--- src/jsp_consts.svh ---
/*
  Constants of the test-access and emulation pin block: instruction codes,
  register lengths, reset values and synchroniser bit positions.
  Assumes inclusion by bare name from the design files.
*/
`ifndef JSP_CONSTS_SVH
`define JSP_CONSTS_SVH

// ----------------------------------------------------------------------
// instruction register
// ----------------------------------------------------------------------
`define JSP_IR_LEN      4
`define JSP_IR_BYPASS   4'hF
`define JSP_IR_IDCODE   4'h1
`define JSP_IR_EMU_CTRL 4'h2
`define JSP_IR_CAPTURE  4'h1

// ----------------------------------------------------------------------
// data registers
// ----------------------------------------------------------------------
`define JSP_ID_LEN      32
`define JSP_CTL_LEN     2
`define JSP_CTL_RESET   2'h0
`define JSP_CTL_DIR_A   0
`define JSP_CTL_DIR_B   1

// ----------------------------------------------------------------------
// synchronised pin positions
// ----------------------------------------------------------------------
`define JSP_SYNC_W      6
`define JSP_PIN_TCK     0
`define JSP_PIN_TMS     1
`define JSP_PIN_TDI     2
`define JSP_PIN_TRST    3
`define JSP_PIN_EVA     4
`define JSP_PIN_EVB     5

`endif

--- src/jsp_pkg.sv ---
/*
  Types of the test-access and emulation pin block.
  Assumes nothing of its surroundings.
*/
package jsp_pkg;

  // ----------------------------------------------------------------------
  // test access port states, one-hot
  // ----------------------------------------------------------------------
  typedef enum logic [15:0] {
    TAP_RESET      = 16'h0001,
    TAP_IDLE       = 16'h0002,
    TAP_SEL_DR     = 16'h0004,
    TAP_CAPTURE_DR = 16'h0008,
    TAP_SHIFT_DR   = 16'h0010,
    TAP_EXIT1_DR   = 16'h0020,
    TAP_PAUSE_DR   = 16'h0040,
    TAP_EXIT2_DR   = 16'h0080,
    TAP_UPDATE_DR  = 16'h0100,
    TAP_SEL_IR     = 16'h0200,
    TAP_CAPTURE_IR = 16'h0400,
    TAP_SHIFT_IR   = 16'h0800,
    TAP_EXIT1_IR   = 16'h1000,
    TAP_PAUSE_IR   = 16'h2000,
    TAP_EXIT2_IR   = 16'h4000,
    TAP_UPDATE_IR  = 16'h8000
  } jsp_tap_state_t;

endpackage : jsp_pkg

--- src/jsp_sync.sv ---
/*
  Two-flop synchroniser for a bundle of independent pin levels.
  Assumes each bit is a slow level; bits are not coherent with each other.
*/
`timescale 1ns/100ps

module jsp_sync #(
  parameter int WIDTH = 1
) (
  // clock and reset
  input  wire logic             clock_in,
  input  wire logic             reset_in,
  // levels
  input  wire logic [WIDTH-1:0] async_in,
  output logic      [WIDTH-1:0] sync_out
);

  logic [WIDTH-1:0] meta_q;

  // first stage is read by the second stage only
  always_ff @(posedge clock_in) begin
    if (reset_in) begin
      meta_q   <= '0;
      sync_out <= '0;
    end else begin
      meta_q   <= async_in;
      sync_out <= meta_q;
    end
  end

endmodule : jsp_sync

--- src/jsp_tap.sv ---
/*
  Test access port with emulator event pins, device side. Samples the test
  clock, mode select, data input and test reset on the system clock and
  runs the port state machine on detected test clock edges.
  Assumes the test clock is at most an eighth of clock_in and that
  boundary-scan cells and the emulator interrupt logic sit outside.
*/
// Behaviour
// - test reset high gives scan control; low ignores
// - mode select sampled on test clock rise
// - data input shifted in on test clock rise
// - data output changes on test clock fall
// - event pins high/low, test reset rise: boundary-scan
// - event pins are emulator interrupts, direction scanned
`timescale 1ns/100ps
`include "jsp_consts.svh"

module jsp_tap #(
  parameter logic [31:0] ID_VALUE = 32'h1234_5671  // arbitrary value
) (
  // clock and reset
  input  wire logic clock_in,
  input  wire logic reset_in,
  // test access pins
  input  wire logic test_reset_in,
  input  wire logic tck_in,
  input  wire logic tms_in,
  input  wire logic tdi_in,
  output logic      tdo_out,
  output logic      tdo_oe_out,
  // debug event pins
  input  wire logic debug_event_pin_a_in,
  output logic      debug_event_pin_a_out,
  output logic      debug_event_pin_a_oe_out,
  input  wire logic debug_event_pin_b_in,
  output logic      debug_event_pin_b_out,
  output logic      debug_event_pin_b_oe_out,
  // core side
  input  wire logic emu_event_a_in,
  input  wire logic emu_event_b_in,
  output logic      emu_event_a_out,
  output logic      emu_event_b_out,
  output logic      scan_control_out,
  output logic      boundary_scan_mode_out
);

  // ----------------------------------------------------------------------
  // pin synchronisers and edge detection
  // ----------------------------------------------------------------------
  logic [`JSP_SYNC_W-1:0] pins_s;
  logic tck_s, tms_s, tdi_s, trst_s, ev_a_s, ev_b_s;
  logic tck_d_q, trst_d_q;
  logic tck_rise, tck_fall, trst_rise;

  jsp_sync #(.WIDTH(`JSP_SYNC_W)) u_sync (
    .clock_in (clock_in),
    .reset_in (reset_in),
    .async_in ({debug_event_pin_b_in, debug_event_pin_a_in, test_reset_in,
                tdi_in, tms_in, tck_in}),
    .sync_out (pins_s)
  );

  assign tck_s  = pins_s[`JSP_PIN_TCK];
  assign tms_s  = pins_s[`JSP_PIN_TMS];
  assign tdi_s  = pins_s[`JSP_PIN_TDI];
  assign trst_s = pins_s[`JSP_PIN_TRST];
  assign ev_a_s = pins_s[`JSP_PIN_EVA];
  assign ev_b_s = pins_s[`JSP_PIN_EVB];

  always_ff @(posedge clock_in) begin
    if (reset_in) begin
      tck_d_q  <= 1'b0;
      trst_d_q <= 1'b0;
    end else begin
      tck_d_q  <= tck_s;
      trst_d_q <= trst_s;
    end
  end

  assign tck_rise  = tck_s & ~tck_d_q;
  assign tck_fall  = ~tck_s & tck_d_q;
  assign trst_rise = trst_s & ~trst_d_q;

  // ----------------------------------------------------------------------
  // port state machine
  // ----------------------------------------------------------------------
  jsp_pkg::jsp_tap_state_t state_q, state_d;

  always_comb begin
    state_d = state_q;
    case (state_q)
      jsp_pkg::TAP_RESET:      state_d = tms_s ? jsp_pkg::TAP_RESET : jsp_pkg::TAP_IDLE;
      jsp_pkg::TAP_IDLE:       state_d = tms_s ? jsp_pkg::TAP_SEL_DR : jsp_pkg::TAP_IDLE;
      jsp_pkg::TAP_SEL_DR:     state_d = tms_s ? jsp_pkg::TAP_SEL_IR : jsp_pkg::TAP_CAPTURE_DR;
      jsp_pkg::TAP_CAPTURE_DR: state_d = tms_s ? jsp_pkg::TAP_EXIT1_DR : jsp_pkg::TAP_SHIFT_DR;
      jsp_pkg::TAP_SHIFT_DR:   state_d = tms_s ? jsp_pkg::TAP_EXIT1_DR : jsp_pkg::TAP_SHIFT_DR;
      jsp_pkg::TAP_EXIT1_DR:   state_d = tms_s ? jsp_pkg::TAP_UPDATE_DR : jsp_pkg::TAP_PAUSE_DR;
      jsp_pkg::TAP_PAUSE_DR:   state_d = tms_s ? jsp_pkg::TAP_EXIT2_DR : jsp_pkg::TAP_PAUSE_DR;
      jsp_pkg::TAP_EXIT2_DR:   state_d = tms_s ? jsp_pkg::TAP_UPDATE_DR : jsp_pkg::TAP_SHIFT_DR;
      jsp_pkg::TAP_UPDATE_DR:  state_d = tms_s ? jsp_pkg::TAP_SEL_DR : jsp_pkg::TAP_IDLE;
      jsp_pkg::TAP_SEL_IR:     state_d = tms_s ? jsp_pkg::TAP_RESET : jsp_pkg::TAP_CAPTURE_IR;
      jsp_pkg::TAP_CAPTURE_IR: state_d = tms_s ? jsp_pkg::TAP_EXIT1_IR : jsp_pkg::TAP_SHIFT_IR;
      jsp_pkg::TAP_SHIFT_IR:   state_d = tms_s ? jsp_pkg::TAP_EXIT1_IR : jsp_pkg::TAP_SHIFT_IR;
      jsp_pkg::TAP_EXIT1_IR:   state_d = tms_s ? jsp_pkg::TAP_UPDATE_IR : jsp_pkg::TAP_PAUSE_IR;
      jsp_pkg::TAP_PAUSE_IR:   state_d = tms_s ? jsp_pkg::TAP_EXIT2_IR : jsp_pkg::TAP_PAUSE_IR;
      jsp_pkg::TAP_EXIT2_IR:   state_d = tms_s ? jsp_pkg::TAP_UPDATE_IR : jsp_pkg::TAP_SHIFT_IR;
      jsp_pkg::TAP_UPDATE_IR:  state_d = tms_s ? jsp_pkg::TAP_SEL_DR : jsp_pkg::TAP_IDLE;
      default:                 state_d = jsp_pkg::TAP_RESET;
    endcase
  end

  // test reset low holds the port in reset and ignores the test clock
  always_ff @(posedge clock_in) begin
    if (reset_in || !trst_s) begin
      state_q <= jsp_pkg::TAP_RESET;
    end else if (tck_rise) begin
      state_q <= state_d;
    end
  end

  always_ff @(posedge clock_in) begin
    if (reset_in) begin
      scan_control_out <= 1'b0;
    end else begin
      scan_control_out <= trst_s;
    end
  end

  // ----------------------------------------------------------------------
  // instruction register
  // ----------------------------------------------------------------------
  logic [`JSP_IR_LEN-1:0] ir_sr_q;
  logic [`JSP_IR_LEN-1:0] ir_q;

  always_ff @(posedge clock_in) begin
    if (reset_in || !trst_s) begin
      ir_sr_q <= `JSP_IR_CAPTURE;
      ir_q    <= `JSP_IR_IDCODE;
    end else if (tck_rise) begin
      case (state_q)
        jsp_pkg::TAP_RESET:      ir_q    <= `JSP_IR_IDCODE;
        jsp_pkg::TAP_CAPTURE_IR: ir_sr_q <= `JSP_IR_CAPTURE;
        jsp_pkg::TAP_SHIFT_IR:   ir_sr_q <= {tdi_s, ir_sr_q[`JSP_IR_LEN-1:1]};
        jsp_pkg::TAP_UPDATE_IR:  ir_q    <= ir_sr_q;
        default: begin
        end
      endcase
    end
  end

  // ----------------------------------------------------------------------
  // data registers: bypass, identity, emulator pin direction
  // ----------------------------------------------------------------------
  logic                    bypass_q;
  logic [`JSP_ID_LEN-1:0]  id_sr_q;
  logic [`JSP_CTL_LEN-1:0] ctl_sr_q;
  logic [`JSP_CTL_LEN-1:0] ctl_q;
  logic                    dr_lsb;

  always_ff @(posedge clock_in) begin
    if (reset_in || !trst_s) begin
      bypass_q <= 1'b0;
      id_sr_q  <= '0;
      ctl_sr_q <= `JSP_CTL_RESET;
    end else if (tck_rise) begin
      if (state_q == jsp_pkg::TAP_CAPTURE_DR) begin
        bypass_q <= 1'b0;
        id_sr_q  <= ID_VALUE;
        ctl_sr_q <= ctl_q;
      end else if (state_q == jsp_pkg::TAP_SHIFT_DR) begin
        if (ir_q == `JSP_IR_IDCODE) begin
          id_sr_q <= {tdi_s, id_sr_q[`JSP_ID_LEN-1:1]};
        end else if (ir_q == `JSP_IR_EMU_CTRL) begin
          ctl_sr_q <= {tdi_s, ctl_sr_q[`JSP_CTL_LEN-1:1]};
        end else begin
          bypass_q <= tdi_s;
        end
      end
    end
  end

  // direction holds through functional mode but clears on the first test clock rise in the reset state
  always_ff @(posedge clock_in) begin
    if (reset_in) begin
      ctl_q <= `JSP_CTL_RESET;
    end else if (trst_s && tck_rise) begin
      if (state_q == jsp_pkg::TAP_RESET) begin
        ctl_q <= `JSP_CTL_RESET;
      end else if (state_q == jsp_pkg::TAP_UPDATE_DR && ir_q == `JSP_IR_EMU_CTRL) begin
        ctl_q <= ctl_sr_q;
      end
    end
  end

  always_comb begin
    if (ir_q == `JSP_IR_IDCODE) begin
      dr_lsb = id_sr_q[0];
    end else if (ir_q == `JSP_IR_EMU_CTRL) begin
      dr_lsb = ctl_sr_q[0];
    end else begin
      dr_lsb = bypass_q;
    end
  end

  // ----------------------------------------------------------------------
  // data output, updated on the falling test clock edge
  // ----------------------------------------------------------------------
  always_ff @(posedge clock_in) begin
    if (reset_in || !trst_s) begin
      tdo_out    <= 1'b0;
      tdo_oe_out <= 1'b0;
    end else if (tck_fall) begin
      tdo_out    <= (state_q == jsp_pkg::TAP_SHIFT_IR) ? ir_sr_q[0] : dr_lsb;
      tdo_oe_out <= (state_q == jsp_pkg::TAP_SHIFT_IR) ||
                    (state_q == jsp_pkg::TAP_SHIFT_DR);
    end
  end

  // ----------------------------------------------------------------------
  // boundary-scan entry and emulator event pins
  // ----------------------------------------------------------------------
  always_ff @(posedge clock_in) begin
    if (reset_in || !trst_s) begin
      boundary_scan_mode_out <= 1'b0;
    end else if (trst_rise && ev_a_s && !ev_b_s) begin
      boundary_scan_mode_out <= 1'b1;
    end
  end

  // pins are only used for events while under scan control
  always_ff @(posedge clock_in) begin
    if (reset_in) begin
      debug_event_pin_a_out    <= 1'b0;
      debug_event_pin_b_out    <= 1'b0;
      debug_event_pin_a_oe_out <= 1'b0;
      debug_event_pin_b_oe_out <= 1'b0;
      emu_event_a_out          <= 1'b0;
      emu_event_b_out          <= 1'b0;
    end else begin
      debug_event_pin_a_out    <= emu_event_a_in;
      debug_event_pin_b_out    <= emu_event_b_in;
      debug_event_pin_a_oe_out <= trst_s & ctl_q[`JSP_CTL_DIR_A];
      debug_event_pin_b_oe_out <= trst_s & ctl_q[`JSP_CTL_DIR_B];
      emu_event_a_out <= trst_s & ~ctl_q[`JSP_CTL_DIR_A] & ev_a_s;
      emu_event_b_out <= trst_s & ~ctl_q[`JSP_CTL_DIR_B] & ev_b_s;
    end
  end
endmodule : jsp_tap

--- config.mk ---
export PLATFORM = sky130hd
export DESIGN_NAME = jsp_tap
export DESIGN_NICKNAME = d
export VERILOG_FILES = /design/src/jsp_pkg.sv /design/src/jsp_sync.sv /design/src/jsp_tap.sv
export VERILOG_INCLUDE_DIRS = /design/src
export SDC_FILE = /design/constraint.sdc
export NUM_CORES = 1
export LEC_CHECK = 0
export BUFFER_PORTS_ARGS = -buffer_cell sky130_fd_sc_hd__clkbuf_2
export CAP_MARGIN = 10
export CORE_UTILIZATION = 60
export DETAILED_ROUTE_END_ITERATION = 7
export HOLD_SLACK_MARGIN = 0.06
export PLACE_DENSITY = 0.84
export SLEW_MARGIN = 0
export SYNTH_ARGS = -nofsm -noshare
export SYNTH_HDL_FRONTEND = slang
export SYNTH_SLANG_ARGS = --single-unit
--- constraint.sdc ---
create_clock -name clock_in -period 3.3 [get_ports clock_in]
set_input_delay 0.495 -clock clock_in [delete_from_list [all_inputs] [get_ports clock_in]]
set_output_delay 0.495 -clock clock_in [all_outputs]
set_load 0.1 [all_outputs]
After elaboration in Yosys (flattened, before gate mapping) --
Cells that the tools add are included.
Operators by class: bitwise operators 14, eq/ne operators 20, mux-type cells 31, reduce and logical (&&, ||, !) cells 23
Operators with widths (number):
- 16-bit case mux with 12 select lines | 1
- 32-bit 2-to-1 mux | 3
- 16-bit 2-to-1 mux | 2
- 9-bit 2-to-1 mux | 2
- 16-bit by 1-bit equality test with 1-bit output (second input constant) | 1
- 16-bit by 10-bit equality test with 1-bit output (second input constant) | 1
- 16-bit by 11-bit equality test with 1-bit output (second input constant) | 1
- 16-bit by 12-bit equality test with 1-bit output (second input constant) | 1
- 16-bit by 13-bit equality test with 1-bit output (second input constant) | 1
- 16-bit by 14-bit equality test with 1-bit output (second input constant) | 1
- 16-bit by 15-bit equality test with 1-bit output (second input constant) | 1
- 16-bit equality test (second input constant) | 1
- 16-bit by 2-bit equality test with 1-bit output (second input constant) | 1
- 16-bit by 3-bit equality test with 1-bit output (second input constant) | 1
- 16-bit by 4-bit equality test with 1-bit output (second input constant) | 1
- 16-bit by 5-bit equality test with 1-bit output (second input constant) | 1
- 16-bit by 6-bit equality test with 1-bit output (second input constant) | 1
- 16-bit by 7-bit equality test with 1-bit output (second input constant) | 1
- 16-bit by 8-bit equality test with 1-bit output (second input constant) | 1
- 16-bit by 9-bit equality test with 1-bit output (second input constant) | 1
- 4-bit case mux with 2 select lines | 2
- 15-bit 2-to-1 mux | 1
- 2-bit 2-to-1 mux | 7
- 13-bit 2-to-1 mux | 1
- 20 further kinds | 53
Storage, ports and cells: logic and storage cells 108, flip-flop bits (word level) 84, bits of input ports 10

Depth between registers and ports, before layout --
depth in word-level cells 5, depth in mapped cells 8, mapped depth without buffers 5

Modules after synthesis --
From an unflattened synthesis, not the netlist that was laid out.
Unflattened totals: cell total of the unflattened synthesis 420, area, all modules 3562.2 sq um
Modules (own cells, without submodules):
- jsp_tap | area an instance 3195.6 sq um, seq. area each 1441.4 sq um, instances 1, cells each 395
- jsp_sync | area an instance 366.6 sq um, seq. area each 240.2 sq um, instances 1, cells each 25

Least setup slack after synthesis --
OpenSTA, ideal clock, no wires.
kind reg-to-reg, from register state_q[8], to register id_sr_q[17], required time 3.169 ns, arrival 2.580 ns, period minus slack after synthesis 2.712 ns, cell stages (with the launch flop) 9, slack 0.588 ns, path through dfxtp_1 buf_6 or4_4 or4_4 buf_6 or4b_4 a21oi_4 buf_6 o22ai_1
Between the ends: longest elaborated chain between the ends 3, elaborated cells between the ends (all ways) 6, those cells by class 2 x eq/ne; 1 x mux; 3 x reduce/logical
Ends and longest elaborated chain:
- from (decl) | RTL line jsp_tap.sv:87 | jsp_pkg::jsp_tap_state_t state_q, state_d;
- from (signal assigned) | RTL line jsp_tap.sv:115 | state_q <= jsp_pkg::TAP_RESET;
- from (signal assigned) | RTL line jsp_tap.sv:117 | state_q <= state_d;
- 16-bit by 4-bit equality test with 1-bit output or 16-bit by 5-bit equality test with 1-bit output (tied branches) | RTL line jsp_tap.sv:166, jsp_tap.sv:170
- 2-bit nonzero test (no line)
- 3-bit AND reduction (no line)
- to (signal assigned) | RTL line jsp_tap.sv:172 | id_sr_q <= {tdi_s, id_sr_q[`JSP_ID_LEN-1:1]};
- to (decl) | RTL line jsp_tap.sv:155 | logic [`JSP_ID_LEN-1:0] id_sr_q;
Several ways; a longest one is shown, not always the timed one. A chain may end at the register's enable or synchronous reset.

Worst setup path after layout --
from register state_q[8], to register id_sr_q[26]
Same word-level chain as after synthesis.

==> run summary <==
Status: finished clean
RSZ-0062 raised after global routing: false
FF+latch area: 1680 um2
Drt drc: 0
Global-route wire length before repair: 12.7 mm
Maxcap violations: 0
Final #Nets: 419
Initial antenna violation count: 0
Number of CTS-inserted buffers: 9
IO Port Bufs: 19
Multi-input logic area: 1670 um2
Peak supply drop: 0.315 mV
Fin Clk Skew: 0.0105 ns
Synth Register Bits: 84
Sink Count: 84
Leakage: 1.28 nW
Crit path largest cell delay: 0.59 ns
Avg Cell Area, Syn: 8.80 um2
Final Setup Violations: 0
CP Launch Type: flop
Yosys Warn Count: 0
WL final: 7.52 mm
Skew-Pair Late Insertion Delay: 0.36 ns
Post-CTS Hold Fix Bufs: 0
Main synth FF type: dfxtp_1
Worst path cell trace: or4_4, or4_4, or4b_4, a21oi_4, o22ai_1
Die X: 78.5 um
Core area: 5570 um2
DR iter-0 viols: 251
Hold path cells: 2
Worst path required time: 3.51 ns
Area after DPL: 3630 um2
Worst min-delay path class: input port to flop
Core Rows: 27
Dpl hpwl: 4.95 mm
Max FO, Critical Path: 19
Top cell type's share of synthesized area: 47.9%
Pin count of the biggest net entering global routing: 33
# diodes: 0
Share of power burned in registers: 59.2%
TritonCTS clock tree: built
Critical Path Sink Type: flop
Syn Inst Count: 399
R2R depth: 5
Slowest-stage cell, CP: or4_4
Synth top cells by count: dfxtp_1 (84), nand2_1 (54), nor2_1 (25), a21oi_1 (23), clkbuf_1 (23)
Worst-margin pin slew: 0.867 ns
Async SR Flop Fraction: 0%
H-tree lvl count: 3
DRT Pass-1 Iters: 6
Post-CTS Setup Inserts: 0
Post-route cell area: 3800 um2
Clock tree root driver cell: clkbuf_8
Final hold viol count: 0
Relative slew slack: 42.2%
Cell taking the most area after synthesis: dfxtp_1
IO Count: 20
P&R area growth vs syn: 8.27%
WS Path Type: flop to flop
Seq/Total Area, Yosys: 47.9%
Setup TNS: 0 ns
Share of layout cells above drive strength 1: 16.2%
Pwr dens: 456 nW/um2
Syn Nets: 409
Internal: 1.31 mW
Die height: 78.5 um
Gr ovfl total: 0
Worst path arrival time: 3.08 ns
Initial Utilization: 63.0%
Filler cells: 422
Via density: 6.12
Clock power frac: 37.7%
Vias in the first global route: 2655
Routed len/inst: 15.5 um
Pins Over Slew Limit: 0
Clock Pin Slew Worst Setup and Hold Paths: 0.08 ns
Most frequent CP cell: or4_4
ANT nets after route: 0
Syn Std Cell Area: 3510 um2
Die ar.: 6160 um2
EDFF count, synth: 0
Most numerous cell in the Yosys netlist: dfxtp_1
Combinational cell fraction of total power: 3.1%
Largest cells by area after synthesis: dfxtp_1 (48%), nand2_1 (5.8%), o221a_2 (4.5%)
Max Buffers Root-to-Sink: 2
Fmax: 348 MHz
Total Routing Usage GR: 26.2%
Post-CTS Resized: 0
Worst hold-check slack: 0.351 ns
Final Cycle Share: 87.0%
Switching part of the total: 24.4%
Post-layout minimum cycle time: 2.87 ns
Net Sw Power: 0.424 mW
Total number of vias: 2966
Placer Congestion: 0.899
Post-synthesis cell type count: 44
-- layout make-up --
type	instances	area share, %
Clock buffer	9	3.26
Clock inverter	6	1.28
Inverter	6	0.592
Multi-Input combinational cell	279	43.8
Sequential cell	84	44.2
Tap cell	72	2.37
Timing Repair Buffer	29	4.48
-- metrics by stage --
step           instances  power [mW]  utilization, %  worst slack (ns)
6_report             485        1.74            68.2             0.428
5_1_grt              485        1.79            68.2             0.303
2_1_floorplan        399        1.09               -             0.588
3_3_place_gp         470        1.10            65.1             0.491
3_5_place_dp         470        1.10            65.1             0.447
4_1_cts              485        1.74            68.2             0.437
-- worst paths after layout --
| check | to | slack (ns) | startpoint |
|---|---|---|---|
| min reg2reg | u_sync.sync_out[4]$_SDFF_PP0_ | 0.44 | u_sync.meta_q[4]$_SDFF_PP0_ |
| max | id_sr_q[26]$_SDFFE_PP0P_ | 0.43 | state_q[8]$_SDFFE_PP0P_ |
| min | debug_event_pin_a_out$_SDFF_PP0_ | 0.35 | emu_event_a_in |
| max reg2reg | id_sr_q[26]$_SDFFE_PP0P_ | 0.43 | state_q[8]$_SDFFE_PP0P_ |
-- power groups by stage --
stage | clock, mW | combinational, mW | sequential [mW]
3_5_place_dp | 0 | 0.0531 | 1.05
2_1_floorplan | 0 | 0.0261 | 1.06
3_3_place_gp | 0 | 0.0519 | 1.05
4_1_cts | 0.662 | 0.0532 | 1.03
5_1_grt | 0.706 | 0.0572 | 1.03
6_report | 0.654 | 0.0536 | 1.03
-- sequential cells by signal, summed over array words and instances (netlist names), 2 cells and up --
register,count
u_sync.meta_q,6
ctl_sr_q,2
u_sync.sync_out,6
ir_q,4
ctl_q,2
ir_sr_q,4
state_q,16
id_sr_q,32
-- logic make-up after synthesis --
logic type	synth area share, %
buffers and inverters	4.70
XOR/XNOR	2.00
multiplexers	0.285
AO/OA/AOI/OAI	17.9
AND/OR/NAND/NOR	27.3
flip-flops	47.9
-- cells in the final DEF (no fill, tap or decap), types with 3 or more instances in the layout --
cell         n
buf_4       10
o22ai_1     20
dfxtp_1     84
o221a_2     14
nor3_1      14
clkbuf_8     9
nor3b_1      4
a21oi_1     23
nand3_1     12
nand2_1     54
nor4_1      11
clkbuf_2    19
nand4_1      8
nor2_1      25
inv_1        5
nor4b_1      6
or3_1        3
nand2b_1     7
clkinvlp_4   3
xor2_1       3
xnor2_1      5
a211oi_1     3
or4_1        6
o21ai_0     18
nor2b_1     19
-- critical path: cells and delay by family (launching register included) --
kind / cells / cell delay [ns]
AND/OR/NAND/NOR: 3 / 1.73
flip-flops: 1 / 0.40
AO/OA/AOI/OAI: 2 / 0.60
-- metal layers --
| layer | wire, um | global-route usage [%] |
|---|---|---|
| met1 | 3410 | 33.8 |
| met5 | 0 | 0 |
| met3 | 369 | 3.95 |
| met2 | 3660 | 43.3 |
| met4 | 88 | 11.3 |
(Power assumes the default switching activity.)
